--- config.mk ---
export PLATFORM = sky130hd
export DESIGN_NAME = bbs_host
export DESIGN_NICKNAME = d
export VERILOG_FILES = /design/src/bbs_delay_cnt.v /design/src/bbs_host.v
export VERILOG_INCLUDE_DIRS = /design/src
export SDC_FILE = /design/constraint.sdc
export NUM_CORES = 1
export LEC_CHECK = 0
export BUFFER_PORTS_ARGS = -buffer_cell sky130_fd_sc_hd__buf_2
export CORE_MARGIN = 3
export CORE_UTILIZATION = 25
export DETAILED_ROUTE_END_ITERATION = 10
export GPL_TIMING_DRIVEN = 0
export PLACE_DENSITY = 0.4
export SYNTH_ARGS = -nofsm -noshare
export SYNTH_HDL_FRONTEND = slang
export SYNTH_SLANG_ARGS = --single-unit
--- constraint.sdc ---
create_clock -name ref_clk -period 3.2 [get_ports ref_clk]
set_clock_uncertainty 0.1 [all_clocks]
set_input_delay 0.16 -clock ref_clk [delete_from_list [all_inputs] [get_ports ref_clk]]
set_output_delay 0.16 -clock ref_clk [all_outputs]
set_load 0.01 [all_outputs]
--- src/bbs_defs.vh ---
// timing and width constants for the battery-backed sram host controller
`ifndef BBS_DEFS_VH
`define BBS_DEFS_VH
`define BBS_CLK_PERIOD_NS   100
`define BBS_ADDR_W          13
`define BBS_DATA_W          8
// device timing figures in ns
`define BBS_T_ACCESS_NS     70
`define BBS_T_CHIP_ACC_NS   70
`define BBS_T_OE_ACC_NS     35
`define BBS_T_HIZ_NS        25
`define BBS_T_WR_PULSE_NS   60
`define BBS_T_WR_CYCLE_NS   70
`define BBS_T_DATA_HOLD_NS  5
`define BBS_T_REC_NS        200000000
// cycle counts, least times rounded up, at least one cycle
`define BBS_CYC_UP(t) (((t) + `BBS_CLK_PERIOD_NS - 1) / `BBS_CLK_PERIOD_NS)
`define BBS_CYC(t) ((`BBS_CYC_UP(t) < 1) ? 1 : `BBS_CYC_UP(t))
`endif

--- src/bbs_delay_cnt.v ---
// loadable down counter that signals when a wait has run out
`default_nettype none
module bbs_delay_cnt #(
  parameter W = 8
) (
  // clock and reset
  input  wire         ref_clk,
  input  wire         reset,
  // control
  input  wire         load,
  input  wire [W-1:0] value,
  // status
  output wire         done
);
  reg [W-1:0] cnt_r;

  // count down to zero, reload on demand
  always @(posedge ref_clk or posedge reset) begin
    if (reset) begin
      cnt_r <= {W{1'b0}};
    end else if (load) begin
      cnt_r <= value;
    end else if (cnt_r != {W{1'b0}}) begin
      cnt_r <= cnt_r - {{(W-1){1'b0}}, 1'b1};
    end
  end

  // done ignores load, so a user may reload on done without a loop
  assign done = (cnt_r == {W{1'b0}});
endmodule
`default_nettype wire

--- src/bbs_host.v ---
// host controller driving an 8k x 8 battery-backed sram over its pins
`include "bbs_defs.vh"
`default_nettype none
module bbs_host #(
  parameter REC_CYCLES = `BBS_CYC(`BBS_T_REC_NS)
) (
  // clock and reset
  input  wire                     ref_clk,
  input  wire                     reset,
  // user request side
  input  wire                     req_valid,
  input  wire                     req_write,
  input  wire [`BBS_ADDR_W-1:0]   req_addr,
  input  wire [`BBS_DATA_W-1:0]   req_wdata,
  output wire                     req_ready,
  output reg  [`BBS_DATA_W-1:0]   rsp_rdata,
  output reg                      rsp_valid,
  // supply status
  input  wire                     power_good,
  input  wire                     battery_mode,
  output wire                     mem_ready,
  // sram pins
  output reg  [`BBS_ADDR_W-1:0]   address_inputs,
  output reg                      chip_on_n,
  output reg                      output_drive_enable_n,
  output reg                      store_strobe_n,
  input  wire [`BBS_DATA_W-1:0]   data_lines_in,
  output reg  [`BBS_DATA_W-1:0]   data_lines_out,
  output reg                      data_lines_oe_n
);
  localparam [2:0] ST_IDLE = 3'b000;
  localparam [2:0] ST_RD   = 3'b001;
  localparam [2:0] ST_WR   = 3'b010;
  localparam [2:0] ST_WHLD = 3'b011;
  localparam [2:0] ST_GAP  = 3'b100;

  // read waits the address access time alone, which equals chip access and exceeds oe access
  localparam integer RD_CYC = `BBS_CYC(`BBS_T_ACCESS_NS);
  localparam integer WR_CYC = `BBS_CYC(`BBS_T_WR_PULSE_NS);
  localparam integer CY_CYC = `BBS_CYC(`BBS_T_WR_CYCLE_NS);
  localparam integer HZ_CYC = `BBS_CYC(`BBS_T_HIZ_NS);
  localparam [7:0] RD_WAIT = RD_CYC[7:0];
  localparam [7:0] WR_WAIT = ((WR_CYC > CY_CYC) ? WR_CYC[7:0] : CY_CYC[7:0]);
  localparam [7:0] GAP_WAIT = HZ_CYC[7:0];
  localparam [31:0] REC_LOAD = REC_CYCLES;

  reg  [2:0]  state_r;
  reg  [2:0]  state_nxt;
  reg  [7:0]  wait_val;
  reg         wait_load;
  wire        wait_done;
  reg         pg_d_r;
  reg         rec_load;
  wire        rec_done;
  wire        take;

  // one counter times strobe widths and read access
  bbs_delay_cnt #(.W(8)) u_wait (
    .ref_clk (ref_clk),
    .reset   (reset),
    .load    (wait_load),
    .value   (wait_val),
    .done    (wait_done)
  );

  // recovery counter after power good returns
  bbs_delay_cnt #(.W(32)) u_rec (
    .ref_clk (ref_clk),
    .reset   (reset),
    .load    (rec_load),
    .value   (REC_LOAD),
    .done    (rec_done)
  );

  always @(posedge ref_clk or posedge reset) begin
    if (reset) begin
      pg_d_r <= 1'b0;
    end else begin
      pg_d_r <= power_good;
    end
  end

  always @* begin
    rec_load = power_good && !pg_d_r;
  end

  // battery mode implies power is bad; both hold the bus off
  assign mem_ready = power_good && pg_d_r && rec_done && !battery_mode;
  // accept only from idle with strobes high
  assign req_ready = (state_r == ST_IDLE) && mem_ready;
  // request taken at this edge
  assign take = req_valid && req_ready;

  // main access sequencer
  always @(posedge ref_clk or posedge reset) begin
    if (reset) begin
      state_r               <= ST_IDLE;
      address_inputs        <= {`BBS_ADDR_W{1'b0}};
      chip_on_n             <= 1'b1;
      output_drive_enable_n <= 1'b1;
      store_strobe_n        <= 1'b1;
      data_lines_out        <= {`BBS_DATA_W{1'b0}};
      data_lines_oe_n       <= 1'b1;
      rsp_rdata             <= {`BBS_DATA_W{1'b0}};
      rsp_valid             <= 1'b0;
    end else begin
      state_r   <= state_nxt;
      rsp_valid <= 1'b0;
      case (state_r)
        ST_IDLE: begin
          if (take) begin
            address_inputs <= req_addr;
            chip_on_n      <= 1'b0;
            if (req_write) begin
              store_strobe_n        <= 1'b0;
              output_drive_enable_n <= 1'b1;
              // data on bus from strobe fall
              data_lines_out        <= req_wdata;
              data_lines_oe_n       <= 1'b0;
            end else begin
              // read: store strobe high, oe low
              output_drive_enable_n <= 1'b0;
            end
          end
        end
        ST_RD: begin
          if (wait_done) begin
            rsp_rdata             <= data_lines_in;
            rsp_valid             <= 1'b1;
            chip_on_n             <= 1'b1;
            output_drive_enable_n <= 1'b1;
          end
        end
        ST_WR: begin
          if (wait_done) begin
            store_strobe_n <= 1'b1;
            chip_on_n      <= 1'b1;
          end
        end
        ST_WHLD: begin
          // one cycle of data and address hold
          data_lines_oe_n <= 1'b1;
        end
        ST_GAP: begin
          // let device outputs float before next drive
          data_lines_oe_n <= 1'b1;
        end
        default: begin
          // unknown state: release every strobe at once
          chip_on_n             <= 1'b1;
          output_drive_enable_n <= 1'b1;
          store_strobe_n        <= 1'b1;
          data_lines_oe_n       <= 1'b1;
        end
      endcase
    end
  end

  // load the shared wait counter on state entry
  always @* begin
    wait_load = 1'b0;
    wait_val  = 8'h00;
    if (take) begin
      wait_load = 1'b1;
      wait_val  = req_write ? (WR_WAIT - 8'h01) : (RD_WAIT - 8'h01);
    end else if ((state_r == ST_RD || state_r == ST_WR) && wait_done) begin
      wait_load = 1'b1;
      wait_val  = GAP_WAIT;
    end
  end

  // next state of the access sequencer
  always @* begin
    state_nxt = state_r;
    case (state_r)
      ST_IDLE: begin
        if (take) begin
          state_nxt = req_write ? ST_WR : ST_RD;
        end
      end
      ST_RD: begin
        if (wait_done) begin
          state_nxt = ST_GAP;
        end
      end
      ST_WR: begin
        if (wait_done) begin
          state_nxt = ST_WHLD;
        end
      end
      ST_WHLD: begin
        state_nxt = ST_GAP;
      end
      ST_GAP: begin
        // idle again only after the float gap
        if (wait_done) begin
          state_nxt = ST_IDLE;
        end
      end
      default: begin
        state_nxt = ST_IDLE;
      end
    endcase
  end
endmodule
`default_nettype wire

### Yosys cells after proc, flatten, opt, wreduce, memory -nomap -nowiden

Index checks and enable logic that the tools add are counted.

| word-level totals | value |
|---|---|
| ROM bits | 0 |
| bits in latches | 0 |
| register bits after elaboration | 78 |
| logic and storage cells | 83 |
| memories kept | 0 |
| input bits | 35 |
| bits in writable memories | 0 |

| operators by class | value |
|---|---|
| $mul | 0 |
| multiplexer cells | 26 |
| bitwise logic cells | 4 |
| equality and inequality tests | 10 |
| shift operators | 0 |
| divide/modulo/power cells | 0 |
| $add $sub $neg | 2 |
| $lt $le $gt $ge | 0 |
| reduce and logical (&&, ||, !) cells | 29 |

Operator list:

| kind | count |
|---|---|
| $mux 32 | 2 |
| $logic_not 32->1 | 1 |
| $reduce_bool 32->1 | 1 |
| $sub 32x1->32 const B | 1 |
| $mux 8 | 3 |
| $pmux 3 s5 | 1 |
| $mux 3 | 4 |
| $reduce_and 3->1 | 4 |
| $mux 1 | 11 |
| $ne 2x2->1 const B | 5 |
| $pmux 1 s3 | 3 |
| $logic_not 8->1 | 1 |
| $reduce_and 4->1 | 2 |
| $reduce_bool 8->1 | 1 |
| $sub 8x1->8 const B | 1 |
| $logic_and 1x1->1 | 7 |
| $eq 3x2->1 const B | 2 |
| $reduce_or 3->1 | 2 |
| $not 1->1 | 4 |
| $reduce_and 2->1 | 2 |
| $reduce_bool 2->1 | 2 |
| $reduce_or 2->1 | 2 |
| $eq 3x1->1 const B | 1 |
| $eq 3x3->1 const B | 1 |
| 6 further kinds | 7 |

### Logic depth before layout (Yosys ltp)

| logic depth | value |
|---|---|
| depth in word-level cells | 7 |
| depth in mapped cells | 8 |

### Cells and area by module

A second synthesis with hierarchy kept.

| second synthesis, totals | value |
|---|---|
| cells, all modules | 369 |
| area, all modules | 3990.1 sq um |

Modules (own cells, without submodules):

| module | times used | area an instance (sq um) | cells an instance |
|---|---|---|---|
| bbs_delay_cnt (u_rec) | 1 | 1836.8 | 196 |
| bbs_host | 1 | 1656.6 | 117 |
| bbs_delay_cnt (u_wait) | 1 | 496.7 | 56 |

### Worst setup path before layout

OpenSTA, ideal clock, no wires.

| path | value |
|---|---|
| path type | register to register |
| start point | reg u_rec.cnt_r[0] |
| end point | reg data_lines_out[0] |
| data required time | 2.975 ns |
| arrival time | 1.947 ns |
| slack | 1.028 ns |
| cell stages (with the launch flop) | 8 |
| path buffers | 0 |
| path through | dfrtp_1 > inv_1 > ha_1 > nor3b_1 > and3_2 > nand4_2 > nor3_4 > mux2_2 |

| on the way | value |
|---|---|
| longest elaborated chain between the ends | 6 |

RTL lines:

| what | RTL line | source |
|---|---|---|
| from (decl) | bbs_delay_cnt.v:15 | `reg [W-1:0] cnt_r;` |
| from (signal assigned) | bbs_delay_cnt.v:20 | `cnt_r <= {W{1'b0}};` |
| from (signal assigned) | bbs_delay_cnt.v:22 | `cnt_r <= value;` |
| from (signal assigned) | bbs_delay_cnt.v:24 | `cnt_r <= cnt_r - {{(W-1){1'b0}}, 1'b1};` |
| $logic_not 32->1 | bbs_delay_cnt.v:29 | `assign done = (cnt_r == {W{1'b0}});` |
| $logic_and 1x1->1 (2 in a row) | bbs_host.v:88 | `assign mem_ready = power_good && pg_d_r && rec_done && !battery_mode;` |
| $logic_and 1x1->1 | bbs_host.v:90 | `assign req_ready = (state_r == ST_IDLE) && mem_ready;` |
| $logic_and 1x1->1 | bbs_host.v:92 | `assign take = req_valid && req_ready;` |
| $reduce_and 3->1 (no line) | -- |  |
| to (signal assigned) | bbs_host.v:102 | `` data_lines_out <= {`BBS_DATA_W{1'b0}}; `` |
| to (signal assigned) | bbs_host.v:118 | `data_lines_out <= req_wdata;` |
| to (decl) | bbs_host.v:28 | `` output reg [`BBS_DATA_W-1:0] data_lines_out, `` |

No other way between the ends.
A chain may end at the register's enable or synchronous reset.

### Final worst setup path

| path | value |
|---|---|
| start point | reg u_rec.cnt_r[4] |
| end point | out req_ready |

| on the way | value |
|---|---|
| longest elaborated chain between the ends | 4 |

RTL lines:

| what | RTL line | source |
|---|---|---|
| $logic_not 32->1 | bbs_delay_cnt.v:29 |  |
| $logic_and 1x1->1 (2 in a row) | bbs_host.v:88 |  |
| $logic_and 1x1->1 | bbs_host.v:90 |  |
| to (decl) | bbs_host.v:15 | `output wire req_ready,` |

No other way between the ends.

==> implementation parameters <==
Parameter                              Value

Timing
  Final Hold Violating Endpoints ... 0
  Period Utilization, post-route ... 0.8732
  Minimum period implied by the final worst setup slack ... 2.794 ns
  Highest clock rate ... 0.3579 GHz
  Final setup viols ... 0
  Normalized max-slew margin ... 0.5007
  Setup repair after global routing missed its margin ... no
  Hold slack final ... 0.2855 ns
  Slew at the pin with the worst max-slew slack ... 0.7449 ns
  Max-slew violation count ... 0

Logic synthesis
  Post-synthesis cell count ... 353
  Post-synth top area cell ... sky130_fd_sc_hd__dfrtp_1
  Area fraction of the dominant cell type after synthesis ... 0.4801
  Proportion of synthesized chip area in sequential cells ... 0.5073
  Async S/R FF share, synth ... 1.000
  Number of enable-type register cells in the synthesized netlist ... 0
  Syn_nets ... 392
  Mean Syn Cell Area ... 10.93 sq um
  Number of library cell types mapped by synthesis ... 55
  Synth area leaders ... sky130_fd_sc_hd__dfrtp_1, sky130_fd_sc_hd__mux2_2, sky130_fd_sc_hd__or4_1, sky130_fd_sc_hd__a21oi_1, sky130_fd_sc_hd__nor2_1
  Synthesized flop and latch total ... 78
  Syn Std Cell Area ... 3857 sq um
  Most frequently used flop master after synthesis ... sky130_fd_sc_hd__dfrtp_1
  Yosys synthesis warning count ... 0

Layout
  Share of layout cells above drive strength 1 ... 0.2966
  Nets ... 506
  Most frequent cells in the layout ... sky130_fd_sc_hd__buf_2, sky130_fd_sc_hd__dfrtp_1, sky130_fd_sc_hd__dlygate4sd3_1, sky130_fd_sc_hd__nor2_1, sky130_fd_sc_hd__mux2_2
  Multi-input combinational cell area ... 1809 sq um
  Area added between synthesis and finish ... 32.31%
  Register cell area after layout ... 1957 sq um
  Final cell utilization of the core ... 0.3446
  Number of fill cells ... 1492
  Antenna fix cells ... 0

Routing
  Iter 0 DRT Violations ... 139
  DRC violations left ... 0
  Via count ... 3167
  Post-detailed-route count of antenna-violating nets ... 0
  Drt via density ... 4.828
  Final WL ... 10080 microns
  Routed wirelength normalized by instance count ... 15.36 microns
  First-pass iteration count of the detailed router ... 4

Worst setup path
  CP max FO ... 6
  Startpoint types ... flop
  Largest stage delay, worst path ... 0.54 ns
  Data arrival time at the worst-slack endpoint ... 2.53 ns
  Worst path required time ... 2.94 ns
  R2R setup slack ... 0.65 ns
  List of cells traversed by the critical path ... nor3_1, nand3_1, or3_1, nor4_1, buf_2
  Critical Path End Type ... output port
  Delay-heaviest family, CP ... simple AND/OR/NAND/NOR gates
  Standard cell with the maximum stage delay on the critical path ... sky130_fd_sc_hd__or3_1
  Number of cells traversed by the worst register-to-register path ... 7
  Startpoint-to-endpoint class of the critical path ... reg -> out
  Buffers & Inverters on Critical Path ... 1
  Reg2Reg Capture Point ... data_lines_out[0]
  Start of the worst register-to-register path ... u_rec.cnt_r[0]

Floorplanning
  Std cell rows ... 44
  Horizontal die dimension ... 130.2 microns
  Total die area ... 16960 sq um
  Initial Util ... 0.2605
  Top-Level Pins ... 71
  Area of the core ... 14810 sq um
  Vertical die dimension ... 130.2 microns

CTS
  CTS tree ... built
  Number of levels the H-tree was split into ... 3
  CTS max path bufs ... 2
  Cts repair resizes ... 0
  CTS sink count ... 78
  Clock transition at the registers of the reported paths ... 0.06 ns
  Insertion delay of the later-clocked pin in the worst-skew pair ... 0.34 ns
  Clock root buffer ... sky130_fd_sc_hd__clkbuf_16
  CTS buffer count ... 9

Global routing
  Antenna violations before repair ... 0
  Residual overflow from global routing ... 0
  Pin count of the biggest net entering global routing ... 48
  Overall routing resource usage ... 0.1249
  First-pass GRT wire length ... 16550 microns
  Number of global-route vias before repair ... 3162

Outcome
  Outcome ... completed

Placed design
  Post-detail-place hpwl ... 6911 microns
  Placer's final routability congestion estimate ... 0.7072
  Count of input and output buffers ... 70

Pwr
  Maximum vdd drop ... 293.6 uV
  Leak Pwr ... 2.264 nW
  Cell area power density ... 499.6 nW/um^2

Run
  Number of max-capacitance violations reported ... 0

Hold path
  Worst hold-check path type ... in -> async
sequential cells by signal, summed over array words and instances (netlist names), 3 cells and up:
register and flops:
u_rec.cnt_r 32, address_inputs 13, data_lines_out 8, rsp_rdata 8, u_wait.cnt_r 8, state_r 3
worst max path at each step:
stage | start | endpoint | slack, ns | cells past startpoint
after global placement | reset | u_rec.cnt_r[5] | -0.24 | 2
after CTS | u_rec.cnt_r[4] | req_ready | 0.33 | 5
final | u_rec.cnt_r[4] | req_ready | 0.41 | 5
after floorplan | reset | address_inputs[0] | 0.95 | 1
after global routing | u_rec.cnt_r[4] | req_ready | 0.12 | 5
after detailed placement | u_rec.cnt_r[0] | data_lines_out[0] | 0.66 | 7
cell families after synthesis:
kind of cell,synth area share
flip-flops,0.5073
buffers and inverters,0.02368
AND/OR/NAND/NOR,0.2420
XOR/XNOR,0.02270
adder cells (fa/ha/maj),0.01297
multiplexers,0.09244
AO/OA/AOI/OAI,0.09893
Yosys cell counts, drive strengths merged, types with 9 or more instances:
| cell type | number |
|---|---|
| nor4 | 9 |
| o31ai | 11 |
| o21ai | 11 |
| dfrtp | 74 |
| nor2 | 29 |
| a21oi | 22 |
| or3 | 10 |
| mux2 | 29 |
| nand3 | 10 |
| nand2 | 19 |
| nor3 | 18 |
| or4 | 16 |
tightest hold or removal path, delay by kind of cell:
kind / cells / cell delay [ns]
buffers and inverters: 3 / 0.99
where the power goes:
group	leakage, nW	switching, W	internal (W)	total [W]
registers	0.981	0.0000752	0.00104	0.00111
clock network	0.152	0.000419	0.000682	0.00110
logic	1.13	0.000184	0.000150	0.000334
total	2.26	0.000678	0.00187	0.00255
per-stage QoR:
step	power, W	area, sq um	instances	setup slack, ns	setup TNS [ns]
final	0.002550	5104	656	0.4059	0
after global routing	0.002689	5104	656	0.1243	0
after CTS	0.002596	5104	656	0.3319	0
after detailed placement	0.001439	4468	608	0.6565	0
after global placement	0.001428	4438	607	-0.2430	-17.61
after floorplan	0.001326	3857	353	0.9516	0
layout make-up:
cell class	count	area share
Inverter	8	0.006374
Clock inverter	6	0.01692
Buffer	13	0.01201
Sequential cell	78	0.3834
Multi-Input combinational cell	254	0.3545
Timing Repair Buffer	103	0.1368
Tap cell	184	0.04511
Clock buffer	10	0.04486
repair_timing:
item,4_1_cts,5_1_grt
hold buffers,32,0
setup buffers,0,0
hold endpoints to repair,62,0
endpoints found under the setup margin,0,0
routing by layer:
layer  global-route usage  part of all wire
met1               0.1653              0.47
met2               0.1952              0.48
met3              0.03930             0.039
met4              0.03912             0.017
met5                    0                 0
Power figures use the tool's default switching activity.
